==> src/include/ubac_pkg.sv <==
package ubac_pkg;
  // bus geometry: byte address, one register per aligned word
  localparam int WB_AW = 10;
  // register indices; byte address is four times the index
  localparam logic [7:0] IDX_RCV_CTL  = 8'h18;
  localparam logic [7:0] IDX_XMT_DATA = 8'h19;
  localparam logic [7:0] IDX_RCV_DATA = 8'h1A;
  localparam logic [7:0] IDX_XMT_CTL  = 8'h98;
  localparam logic [7:0] IDX_DIVISOR  = 8'h99;
  // values after reset
  localparam logic [7:0] XMT_CTL_RST  = 8'h02;
  localparam logic [7:0] RCV_CTL_RST  = 8'h00;
  localparam logic [7:0] DIVISOR_RST  = 8'h00;
  // transmit control field positions
  localparam int B_CLOCK_SOURCE_SELECT = 7;
  localparam int B_TX9  = 6;
  localparam int B_TRANSMIT_ENABLE = 5;
  localparam int B_SYNC = 4;
  localparam int B_HIGH_BAUD_SELECT = 2;
  localparam int B_TRANSMIT_NINTH_BIT = 0;
  // receive control field positions
  localparam int B_SERIAL_PORT_ENABLE = 7;
  localparam int B_RX9  = 6;
  localparam int B_SINGLE_RECEIVE_ENABLE = 5;
  localparam int B_CONTINUOUS_RECEIVE_ENABLE = 4;
  // generator ticks per bit: async low, async high, sync
  localparam logic [6:0] OVS_LOW  = 7'h40;
  localparam logic [6:0] OVS_HIGH = 7'h10;
  localparam logic [6:0] OVS_SYNC = 7'h04;
  // last data bit index for 8- and 9-bit words
  localparam logic [3:0] LAST_8 = 4'h7;
  localparam logic [3:0] LAST_9 = 4'h8;
  // transmitter and receiver states
  typedef enum logic [3:0] {
    TX_IDLE  = 4'b0001,
    TX_START = 4'b0010,
    TX_DATA  = 4'b0100,
    TX_STOP  = 4'b1000
  } ubac_tx_e;
  typedef enum logic [3:0] {
    RX_IDLE  = 4'b0001,
    RX_START = 4'b0010,
    RX_DATA  = 4'b0100,
    RX_STOP  = 4'b1000
  } ubac_rx_e;
endpackage

==> src/ubac_core.sv <==
// The implementer's own choice: the Wishbone register port.
`timescale 1ns/100ps
module ubac_core (
  input  wire logic                       clk_i,
  input  wire logic                       rst_i,
  input  wire logic [ubac_pkg::WB_AW-1:0] wb_adr_i,
  input  wire logic [31:0]                wb_dat_i,
  input  wire logic [3:0]                 wb_sel_i,
  input  wire logic                       wb_we_i,
  input  wire logic                       wb_cyc_i,
  input  wire logic                       wb_stb_i,
  output logic      [31:0]                wb_dat_o,
  output logic                            wb_ack_o,
  input  wire logic                       sleep_i,
  input  wire logic                       transmit_clock_pin_i,
  output logic                            transmit_clock_pin_o,
  output logic                            transmit_clock_pin_oe_o,
  input  wire logic                       receive_data_pin_i,
  output logic                            receive_data_pin_o,
  output logic                            receive_data_pin_oe_o
);
  import ubac_pkg::*;

  ////////////////////////////////////////////////////////////////////////
  // state

  typedef struct packed {
    logic       ack;                       // bus answer
    logic [7:0] rdat;                      // read data
    logic       clock_source_select;
    logic       transmit_nine_bit_select;
    logic       transmit_enable;
    logic       sync_mode;
    logic       high_baud_select;
    logic       transmit_ninth_bit;
    logic       serial_port_enable;
    logic       receive_nine_bit_select;
    logic       single_receive_enable;
    logic       continuous_receive_enable;
    logic       framing_error_flag;
    logic       overrun_error_flag;
    logic       receive_ninth_bit;
    logic [7:0] baud_divisor;
    logic [7:0] bcnt;                      // baud timer
    logic       tick;                      // one-cycle generator pulse
    logic       dt_s1, dt_s2;              // data pin synchroniser
    logic       ck_s1, ck_s2, ck_d;        // clock pin synchroniser
    logic [7:0] thold;                     // transmit holding word
    logic       thv;                       // holding word valid
    logic [8:0] transmit_shift_register;                       // transmit shift register
    ubac_tx_e   txst;
    logic [5:0] tx_sub;                    // ticks within a bit
    logic [3:0] tx_bit;
    ubac_rx_e   rxst;
    logic [5:0] rx_sub;
    logic [3:0] rx_bit;
    logic [1:0] vote;                      // first two samples
    logic [8:0] rsr;                       // receive shift register
    logic       dlv;                       // word complete pulse
    logic       dlv_fe;                    // its stop bit was low
    logic [7:0] receive_buffer;
    logic       rbv;                       // buffer holds a word
    logic [1:0] ph;                        // master clock phase ticks
    logic       mck;                       // master clock level
    logic       ck_o, ck_oe, dt_o, dt_oe;  // pin drivers
  } ubac_state_s;

  ubac_state_s q, n;

  ////////////////////////////////////////////////////////////////////////
  // decode helpers

  // ticks per bit less one for the selected mode
  function automatic logic [5:0] last_sub(input logic s, input logic h);
    logic [6:0] o;
    o = s ? OVS_SYNC : (h ? OVS_HIGH : OVS_LOW);
    return 6'(o - 7'h01);
  endfunction

  // middle tick of a bit
  function automatic logic [5:0] mid_sub(input logic s, input logic h);
    logic [6:0] o;
    o = s ? OVS_SYNC : (h ? OVS_HIGH : OVS_LOW);
    return 6'(o >> 1);
  endfunction

  logic [7:0] idx;        // register index from byte address
  logic       req;        // new bus request this cycle
  logic       wr;         // write taken
  logic       rd;         // read taken
  logic [7:0] tx_rd;      // transmit control read view
  logic [7:0] rc_rd;      // receive control read view
  logic [5:0] tlast;      // ticks per bit less one
  logic [5:0] tmid;
  logic [3:0] txlast;     // last transmit data bit
  logic [3:0] rxlast;     // last receive data bit
  logic       rx_prio;    // sync receive holds off transmit
  logic       tx_load;    // holding word moves to shifter
  logic       srise;      // sync clock rising event
  logic       sfall;      // sync clock falling event
  logic       maj;        // majority of three samples
  logic       rb_full;    // buffer full after this cycle's read

  assign idx    = wb_adr_i[9:2];
  assign req    = wb_cyc_i && wb_stb_i && !q.ack;
  assign wr     = req && wb_we_i && wb_sel_i[0];
  assign rd     = req && !wb_we_i;
  assign tlast  = last_sub(q.sync_mode, q.high_baud_select);
  assign tmid   = mid_sub(q.sync_mode, q.high_baud_select);
  assign txlast = q.transmit_nine_bit_select ? LAST_9 : LAST_8;
  assign rxlast = q.receive_nine_bit_select ? LAST_9 : LAST_8;
  // receive enables win over transmit in sync mode
  assign rx_prio = q.sync_mode && (q.continuous_receive_enable ||
                   q.single_receive_enable);
  assign tx_load = (q.txst == TX_IDLE) && q.thv && q.transmit_enable &&
                   q.serial_port_enable && !rx_prio;
  // master edges come from our own divider, slave from the pin
  assign srise = q.clock_source_select ?
                 (q.tick && q.ph[0] && !q.mck) : (q.ck_s2 && !q.ck_d);
  assign sfall = q.clock_source_select ?
                 (q.tick && q.ph[0] && q.mck) : (!q.ck_s2 && q.ck_d);
  assign maj = (q.vote[0] & q.vote[1]) | (q.vote[0] & q.dt_s2) |
               (q.vote[1] & q.dt_s2);
  assign rb_full = q.rbv && !(rd && idx == IDX_RCV_DATA);
  // reserved bit three is a constant zero
  assign tx_rd = {q.clock_source_select, q.transmit_nine_bit_select,
                  q.transmit_enable, q.sync_mode, 1'b0,
                  q.high_baud_select, q.txst == TX_IDLE,
                  q.transmit_ninth_bit};
  assign rc_rd = {q.serial_port_enable, q.receive_nine_bit_select,
                  q.single_receive_enable, q.continuous_receive_enable,
                  1'b0, q.framing_error_flag, q.overrun_error_flag,
                  q.receive_ninth_bit};

  ////////////////////////////////////////////////////////////////////////
  // next state

  always_comb begin
    n = q;
    // classic wishbone: answer one cycle after request, drop next cycle
    n.ack  = req;
    n.rdat = 8'h00;
    if (rd) begin
      case (idx)
        IDX_XMT_CTL:  n.rdat = tx_rd;
        IDX_RCV_CTL:  n.rdat = rc_rd;
        IDX_DIVISOR:  n.rdat = q.baud_divisor;
        IDX_RCV_DATA: n.rdat = q.receive_buffer;
        default:      n.rdat = 8'h00; // unmapped reads zero
      endcase
    end
    n.rbv = rb_full; // reading the buffer frees it

    // synchronisers; only the second stage and the clock's ck_d are looked at
    n.dt_s1 = receive_data_pin_i;
    n.dt_s2 = q.dt_s1;
    n.ck_s1 = transmit_clock_pin_i;
    n.ck_s2 = q.ck_s1;
    n.ck_d  = q.ck_s2;

    // baud timer: counts N..0, so one tick every N+1 cycles
    n.bcnt = (q.bcnt == 8'h00) ? q.baud_divisor : 8'(q.bcnt - 8'h01);
    // async bit timing freezes in sleep because its ticks stop
    n.tick = (q.bcnt == 8'h00) && !(sleep_i && !q.sync_mode);

    n.dlv    = 1'b0;
    n.dlv_fe = 1'b0;

    // master clock: toggles every two ticks, four ticks a bit
    if (q.sync_mode && q.clock_source_select &&
        (q.txst != TX_IDLE || q.rxst != RX_IDLE)) begin
      if (q.tick) begin
        n.ph = 2'(q.ph + 2'h1);
        if (q.ph[0]) begin
          n.mck = !q.mck;
        end
      end
    end else begin
      n.ph  = 2'h0;
      n.mck = 1'b0;
    end

    //////////////////////////////////////////////////////////////////////
    // transmitter

    if (!q.transmit_enable || !q.serial_port_enable) begin
      n.txst = TX_IDLE; // clearing the enable aborts the word
      n.ck_o = 1'b1;
    end else if (tx_load) begin
      n.transmit_shift_register    = {q.transmit_ninth_bit, q.thold};
      n.thv    = 1'b0;
      n.tx_sub = 6'h00;
      n.tx_bit = 4'h0;
      if (q.sync_mode) begin
        n.txst = TX_DATA;
        n.dt_o = q.thold[0];
      end else begin
        n.txst = TX_START;
        n.ck_o = 1'b0;
      end
    end else if (q.sync_mode) begin
      // sync: next bit leaves on each falling clock edge
      if (q.txst == TX_DATA && sfall) begin
        if (q.tx_bit == txlast) begin
          n.txst = TX_IDLE;
        end else begin
          n.transmit_shift_register    = {1'b0, q.transmit_shift_register[8:1]};
          n.dt_o   = q.transmit_shift_register[1];
          n.tx_bit = 4'(q.tx_bit + 4'h1);
        end
      end
    end else if (q.tick && q.txst != TX_IDLE) begin
      n.tx_sub = 6'(q.tx_sub + 6'h01);
      if (q.tx_sub == tlast) begin
        n.tx_sub = 6'h00;
        case (q.txst)
          TX_START: begin
            n.txst = TX_DATA;
            n.ck_o = q.transmit_shift_register[0];
          end
          TX_DATA: begin
            // the ninth bit follows the eighth, then the stop bit
            if (q.tx_bit == txlast) begin
              n.txst = TX_STOP;
              n.ck_o = 1'b1;
            end else begin
              n.transmit_shift_register    = {1'b0, q.transmit_shift_register[8:1]};
              n.ck_o   = q.transmit_shift_register[1];
              n.tx_bit = 4'(q.tx_bit + 4'h1);
            end
          end
          TX_STOP: n.txst = TX_IDLE;
          default: n.txst = TX_IDLE;
        endcase
      end
    end

    //////////////////////////////////////////////////////////////////////
    // receiver

    if (!q.serial_port_enable) begin
      n.rxst = RX_IDLE;
    end else if (q.sync_mode) begin
      // sync: single receive only counts for a master
      if (q.rxst == RX_IDLE) begin
        if (q.continuous_receive_enable ||
            (q.single_receive_enable && q.clock_source_select)) begin
          n.rxst   = RX_DATA;
          n.rx_bit = 4'h0;
        end
      end else if (!rx_prio) begin
        n.rxst = RX_IDLE;
      end else if (srise) begin
        n.rsr    = {q.dt_s2, q.rsr[8:1]};
        n.rx_bit = 4'(q.rx_bit + 4'h1);
        if (q.rx_bit == rxlast) begin
          n.dlv  = 1'b1;
          n.rxst = RX_IDLE;
          // continuous receive keeps going and keeps the single bit
          if (!q.continuous_receive_enable) begin
            n.single_receive_enable = 1'b0;
          end
        end
      end
    end else if (!q.continuous_receive_enable) begin
      n.rxst = RX_IDLE;
    end else if (q.rxst == RX_IDLE) begin
      if (!q.dt_s2) begin
        n.rxst   = RX_START; // falling edge: possible start bit
        n.rx_sub = 6'h00;
      end
    end else if (q.tick) begin
      n.rx_sub = (q.rx_sub == tlast) ? 6'h00 : 6'(q.rx_sub + 6'h01);
      // three samples around the middle of the bit
      if (q.rx_sub == 6'(tmid - 6'h01)) begin
        n.vote[0] = q.dt_s2;
      end
      if (q.rx_sub == tmid) begin
        n.vote[1] = q.dt_s2;
      end
      if (q.rx_sub == 6'(tmid + 6'h01)) begin
        case (q.rxst)
          RX_START: begin
            // a high vote was a glitch; go back to hunting
            if (maj) begin
              n.rxst = RX_IDLE;
            end
          end
          RX_DATA: n.rsr = {maj, q.rsr[8:1]};
          RX_STOP: begin
            // decide at mid stop so the next start edge is seen
            n.dlv    = 1'b1;
            n.dlv_fe = !maj;
            n.rxst   = RX_IDLE;
          end
          default: n.rxst = RX_IDLE;
        endcase
      end
      if (q.rx_sub == tlast) begin
        case (q.rxst)
          RX_START: begin
            n.rxst   = RX_DATA;
            n.rx_bit = 4'h0;
          end
          RX_DATA: begin
            if (q.rx_bit == rxlast) begin
              n.rxst = RX_STOP;
            end else begin
              n.rx_bit = 4'(q.rx_bit + 4'h1);
            end
          end
          default: n.rxst = q.rxst;
        endcase
      end
    end

    // completed word goes to the buffer unless it is still full or an overrun is already flagged
    if (q.dlv && !q.overrun_error_flag) begin
      if (rb_full) begin
        n.overrun_error_flag = 1'b1; // word lost, receive stalls
      end else begin
        n.receive_buffer     = q.receive_nine_bit_select ?
                               q.rsr[7:0] : q.rsr[8:1];
        n.receive_ninth_bit  = q.rsr[8];
        n.framing_error_flag = q.dlv_fe;
        n.rbv                = 1'b1;
      end
    end
    if (!q.continuous_receive_enable) begin
      n.overrun_error_flag = 1'b0;
    end

    //////////////////////////////////////////////////////////////////////
    // pin drivers

    if (!q.serial_port_enable) begin
      n.ck_oe = 1'b0;
      n.dt_oe = 1'b0;
    end else if (q.sync_mode) begin
      n.ck_oe = q.clock_source_select;
      n.dt_oe = (q.txst != TX_IDLE);
    end else begin
      n.ck_oe = q.transmit_enable;
      n.dt_oe = 1'b0;
    end
    if (q.sync_mode && q.clock_source_select) begin
      n.ck_o = n.mck;
    end else if (q.sync_mode) begin
      n.ck_o = 1'b1;
    end

    //////////////////////////////////////////////////////////////////////
    // register writes last, so software sets win this cycle

    if (wr) begin
      case (idx)
        IDX_XMT_CTL: begin
          n.clock_source_select      = wb_dat_i[B_CLOCK_SOURCE_SELECT];
          n.transmit_nine_bit_select = wb_dat_i[B_TX9];
          n.transmit_enable          = wb_dat_i[B_TRANSMIT_ENABLE];
          n.sync_mode                = wb_dat_i[B_SYNC];
          n.high_baud_select         = wb_dat_i[B_HIGH_BAUD_SELECT];
          n.transmit_ninth_bit       = wb_dat_i[B_TRANSMIT_NINTH_BIT];
        end
        IDX_RCV_CTL: begin
          n.serial_port_enable        = wb_dat_i[B_SERIAL_PORT_ENABLE];
          n.receive_nine_bit_select   = wb_dat_i[B_RX9];
          n.single_receive_enable     = wb_dat_i[B_SINGLE_RECEIVE_ENABLE];
          n.continuous_receive_enable = wb_dat_i[B_CONTINUOUS_RECEIVE_ENABLE];
        end
        IDX_DIVISOR: begin
          n.baud_divisor = wb_dat_i[7:0];
          n.bcnt         = wb_dat_i[7:0];
        end
        IDX_XMT_DATA: begin
          n.thold = wb_dat_i[7:0];
          n.thv   = 1'b1;
        end
        default: n.thv = n.thv; // unmapped writes are dropped
      endcase
    end
  end

  ////////////////////////////////////////////////////////////////////////
  // registers

  always_ff @(posedge clk_i) begin
    if (rst_i) begin
      q      <= '0;
      q.txst <= TX_IDLE;
      q.rxst <= RX_IDLE;
      {q.clock_source_select, q.transmit_nine_bit_select,
       q.transmit_enable, q.sync_mode} <= XMT_CTL_RST[7:4];
      q.high_baud_select   <= XMT_CTL_RST[B_HIGH_BAUD_SELECT];
      q.transmit_ninth_bit <= XMT_CTL_RST[B_TRANSMIT_NINTH_BIT];
      {q.serial_port_enable, q.receive_nine_bit_select,
       q.single_receive_enable,
       q.continuous_receive_enable} <= RCV_CTL_RST[7:4];
      q.baud_divisor <= DIVISOR_RST;
      q.bcnt         <= DIVISOR_RST;
      q.ck_o         <= 1'b1;
      q.dt_s1        <= 1'b1;
      q.dt_s2        <= 1'b1;
    end else begin
      q <= n;
    end
  end

  assign wb_ack_o                = q.ack;
  assign wb_dat_o                = {24'h00_0000, q.rdat};
  assign transmit_clock_pin_o    = q.ck_o;
  assign transmit_clock_pin_oe_o = q.ck_oe;
  assign receive_data_pin_o      = q.dt_o;
  assign receive_data_pin_oe_o   = q.dt_oe;
endmodule

==> config.mk <==
export PLATFORM = sky130hd
export DESIGN_NAME = ubac_core
export DESIGN_NICKNAME = d
export VERILOG_FILES = /design/src/include/ubac_pkg.sv /design/src/ubac_core.sv
export SDC_FILE = /design/constraint.sdc
export NUM_CORES = 1
export LEC_CHECK = 0
export ABC_AREA = 1
export BUFFER_PORTS_ARGS = -buffer_cell sky130_fd_sc_hd__buf_4
export CAP_MARGIN = 10
export CELL_PAD_IN_SITES_DETAIL_PLACEMENT = 1
export CELL_PAD_IN_SITES_GLOBAL_PLACEMENT = 2
export CORE_ASPECT_RATIO = 1.25
export CORE_MARGIN = 4
export CORE_UTILIZATION = 34
export CTS_CLUSTER_SIZE = 20
export DETAILED_ROUTE_END_ITERATION = 10
export MAX_ROUTING_LAYER = met4
export PLACE_DENSITY_LB_ADDON = 0.1
export RECOVER_POWER = 100
export SLEW_MARGIN = 0
export SYNTH_ARGS = -nofsm -noshare
export SYNTH_HDL_FRONTEND = slang
export SYNTH_SLANG_ARGS = --single-unit
export TNS_END_PERCENT = 100
==> constraint.sdc <==
create_clock -name clk_i -period 3.7 [get_ports clk_i]
set_input_delay 0.74 -clock clk_i [delete_from_list [all_inputs] [get_ports clk_i]]
set_output_delay 0.74 -clock clk_i [all_outputs]
set_load 0.005 [all_outputs]
==> impl_metrics.tcl <==
set metrics [dict create \
    hold_slack_ns 0.4056 \
    antenna_found_initial 0 \
    cts_tree "yes" \
    gr-usage-all-layers 0.1906 \
    clk_pin_slew_worst_paths_ns 0.06 \
    cap_violations 0 \
    grt.overflow.total 0 \
    post-cts-setup-buffers 0 \
    clkLatencyLatePin_ns 0.42 \
    hpwl_um 14680 \
    synth_edf_count 0 \
    syn_inst 970 \
    avgViaCountPerCell 4.920 \
    layout_common_cells "nand2_1 (210), inv_1 (131), dfxtp_1 (118)" \
    post-route-period-util 0.7655 \
    critPathKind "in2reg" \
    outcome "finished clean" \
    startpoint_type "input pin" \
    grt_pass1_vias 6161 \
    fin_nets 1055 \
    seq_area_um2 2362 \
    hold_path.class "reg2reg" \
    die_x_um 131.9 \
    crit_arrival_ns 3.09 \
    cts.sinks 118 \
    yosysSeqAreaShare 0.3619 \
    yosysUniqueCellTypes 47 \
    timing_hold_violations_final 0 \
    fin_setup_tns_ns 0 \
    htree_levels 4 \
    row_count 56 \
    place_congestion 0.8039 \
    ys_warn_count 0 \
    yosys_most_used_dff "dfxtp_1" \
    ant_nets 0 \
    drcViolationCount 0 \
    power-per-cell-area_nw_per_um2 455.8 \
    crit_fanout 16 \
    slew_headroom 0.2216 \
    antenna_cells 0 \
    vias 6101 \
    routed_wl_um 19670 \
    clk_path_buf_depth 2 \
    dieArea_um2 21490 \
    grt_pass1_wl_um 31950 \
    cp-end-kind "flip-flop" \
    io_pins 91 \
    rsz0062_at_grt "no" \
    syn-cell-area_um2 6528 \
    die_h_um 162.9 \
    drive_above_1_share 0.1042 \
    fmax_ghz 0.3530 \
    start_util 0.3463 \
    avgSynthCellArea_um2 6.729 \
    post_cts_resized 0 \
    nFillCells 2439 \
    detail_route.wl_per_cell_um 15.86 \
    setup_viol 0 \
    grt_max_degree 47 \
    leakage_uw 0.003024 \
    peakVddDrop_v 0.0002883 \
    design.core.area_um2 18850 \
    drtIter0Drc 236 \
    area_growth_pct 12.92 \
    hold_buffers 0 \
    crit_required_ns 3.95 \
    tightestPinTransition_ns 1.168 \
    final_common_cell "nand2_1" \
    clock_skew_ns 0.008050 \
    cts_root_buf "clkbuf_16" \
    numPortBuffers 37 \
    period_minus_slack_ns 2.832 \
    multi_input_comb_area_um2 3309 \
    first_pass_iters 4 \
    synth_seq_cells 118 \
    async_flop_share 0 \
    final_max_slew_viol_count 0 \
    numCtsBuffers 17 \
]
-- Yosys cell counts (5+ instances only) --
cell type    n  share of area
xor2_1       7         0.0094
o22ai_1     12          0.012
nor2_2       6         0.0058
nor2_1     104          0.060
o211ai_1     5         0.0058
buf_4       32          0.037
nand4_1     21          0.020
clkbuf_1    11         0.0063
dfxtp_1    118           0.36
nor4_1       5         0.0048
o21ai_1      6         0.0046
nand2_1    205           0.12
nor3_1      15          0.012
inv_2        9         0.0052
nand3_1     56          0.043
inv_1      129          0.074
a211oi_1    15          0.017
buf_2        9         0.0069
o21ai_0     63          0.048
a21oi_1     80          0.061
nand2_2     13          0.012
ha_1         6          0.012
-- final timing paths --
| check | startpoint | slack [ns] | cells past startpoint | end |
|---|---|---|---|---|
| hold reg to reg | n[78] | 0.41 | 1 | q[78] |
| hold / removal | n[78] | 0.41 | 1 | q[78] |
| setup reg to reg | q[106] | 0.91 | 10 | q[24] |
| setup / recovery | wb_adr_i[7] | 0.87 | 9 | q[88] |
-- routing by layer --
layer	vias up	part of all wire	wire, um	global-route usage
li1	3143	-	-	-
met3	15	0.026	516	0.02627
met1	2873	0.46	9012	0.2265
met2	70	0.50	9904	0.3371
met5	-	0	0	-
met4	0	0.012	234	0.05540
-- cells by family (layout without fill, tap and decap cells) --
logic type | Yosys count | after routing | synth area share
simple gates | 451 | 451 | 0.3201
fa+ha+maj | 6 | 6 | 0.01150
xor+xnor | 9 | 9 | 0.01208
flops | 118 | 118 | 0.3619
buf+inv | 197 | 212 | 0.1369
other cells | 1 | 24 | 0.0005745
compound gates | 188 | 188 | 0.1570
-- layout make-up --
class | count | share of cell area
Tap cell | 232 | 0.03938
Timing Repair Buffer | 40 | 0.03836
Sequential cell | 118 | 0.3205
Inverter | 140 | 0.07130
Clock buffer | 19 | 0.06145
Clock inverter | 13 | 0.02003
Multi-Input combinational cell | 678 | 0.4490
-- where the power goes --
| group | internal (uW) | switching (uW) |
|---|---|---|
| logic | 139 | 208 |
| clock network | 1030 | 641 |
| registers | 1310 | 29.9 |
| total | 2480 | 879 |
-- state kept, by name (all words and copies together), names as in the netlist --
register and flops:
n 3, q 102, receive_data_pin_o 1, receive_data_pin_oe_o 1
transmit_clock_pin_o 1, transmit_clock_pin_oe_o 1, wb_ack_o 1, wb_dat_o 8
-- through the flow --
step	std cells	cell area, um^2	total power (uW)	worst slack (ns)	utilization
2_1_floorplan	993	6614	1641	1.676	-
3_3_place_gp	1208	6837	1717	0.9839	0.3627
3_5_place_dp	1208	6837	1721	0.9154	0.3627
4_1_cts	1240	7437	3417	1.316	0.3946
5_1_grt	1240	7371	3524	0.5526	0.3911
6_report	1240	7371	3359	0.8675	0.3911
-- critical path, cell delays in order --
cell	delay [ns]
buf_4	0.11
inv_1	0.04
nand2_1	0.06
nor3b_1	0.58
nand2_1	0.38
nor2_1	0.63
inv_2	0.29
o211ai_1	0.17
a21oi_1	0.08
(Power assumes the default switching activity.)
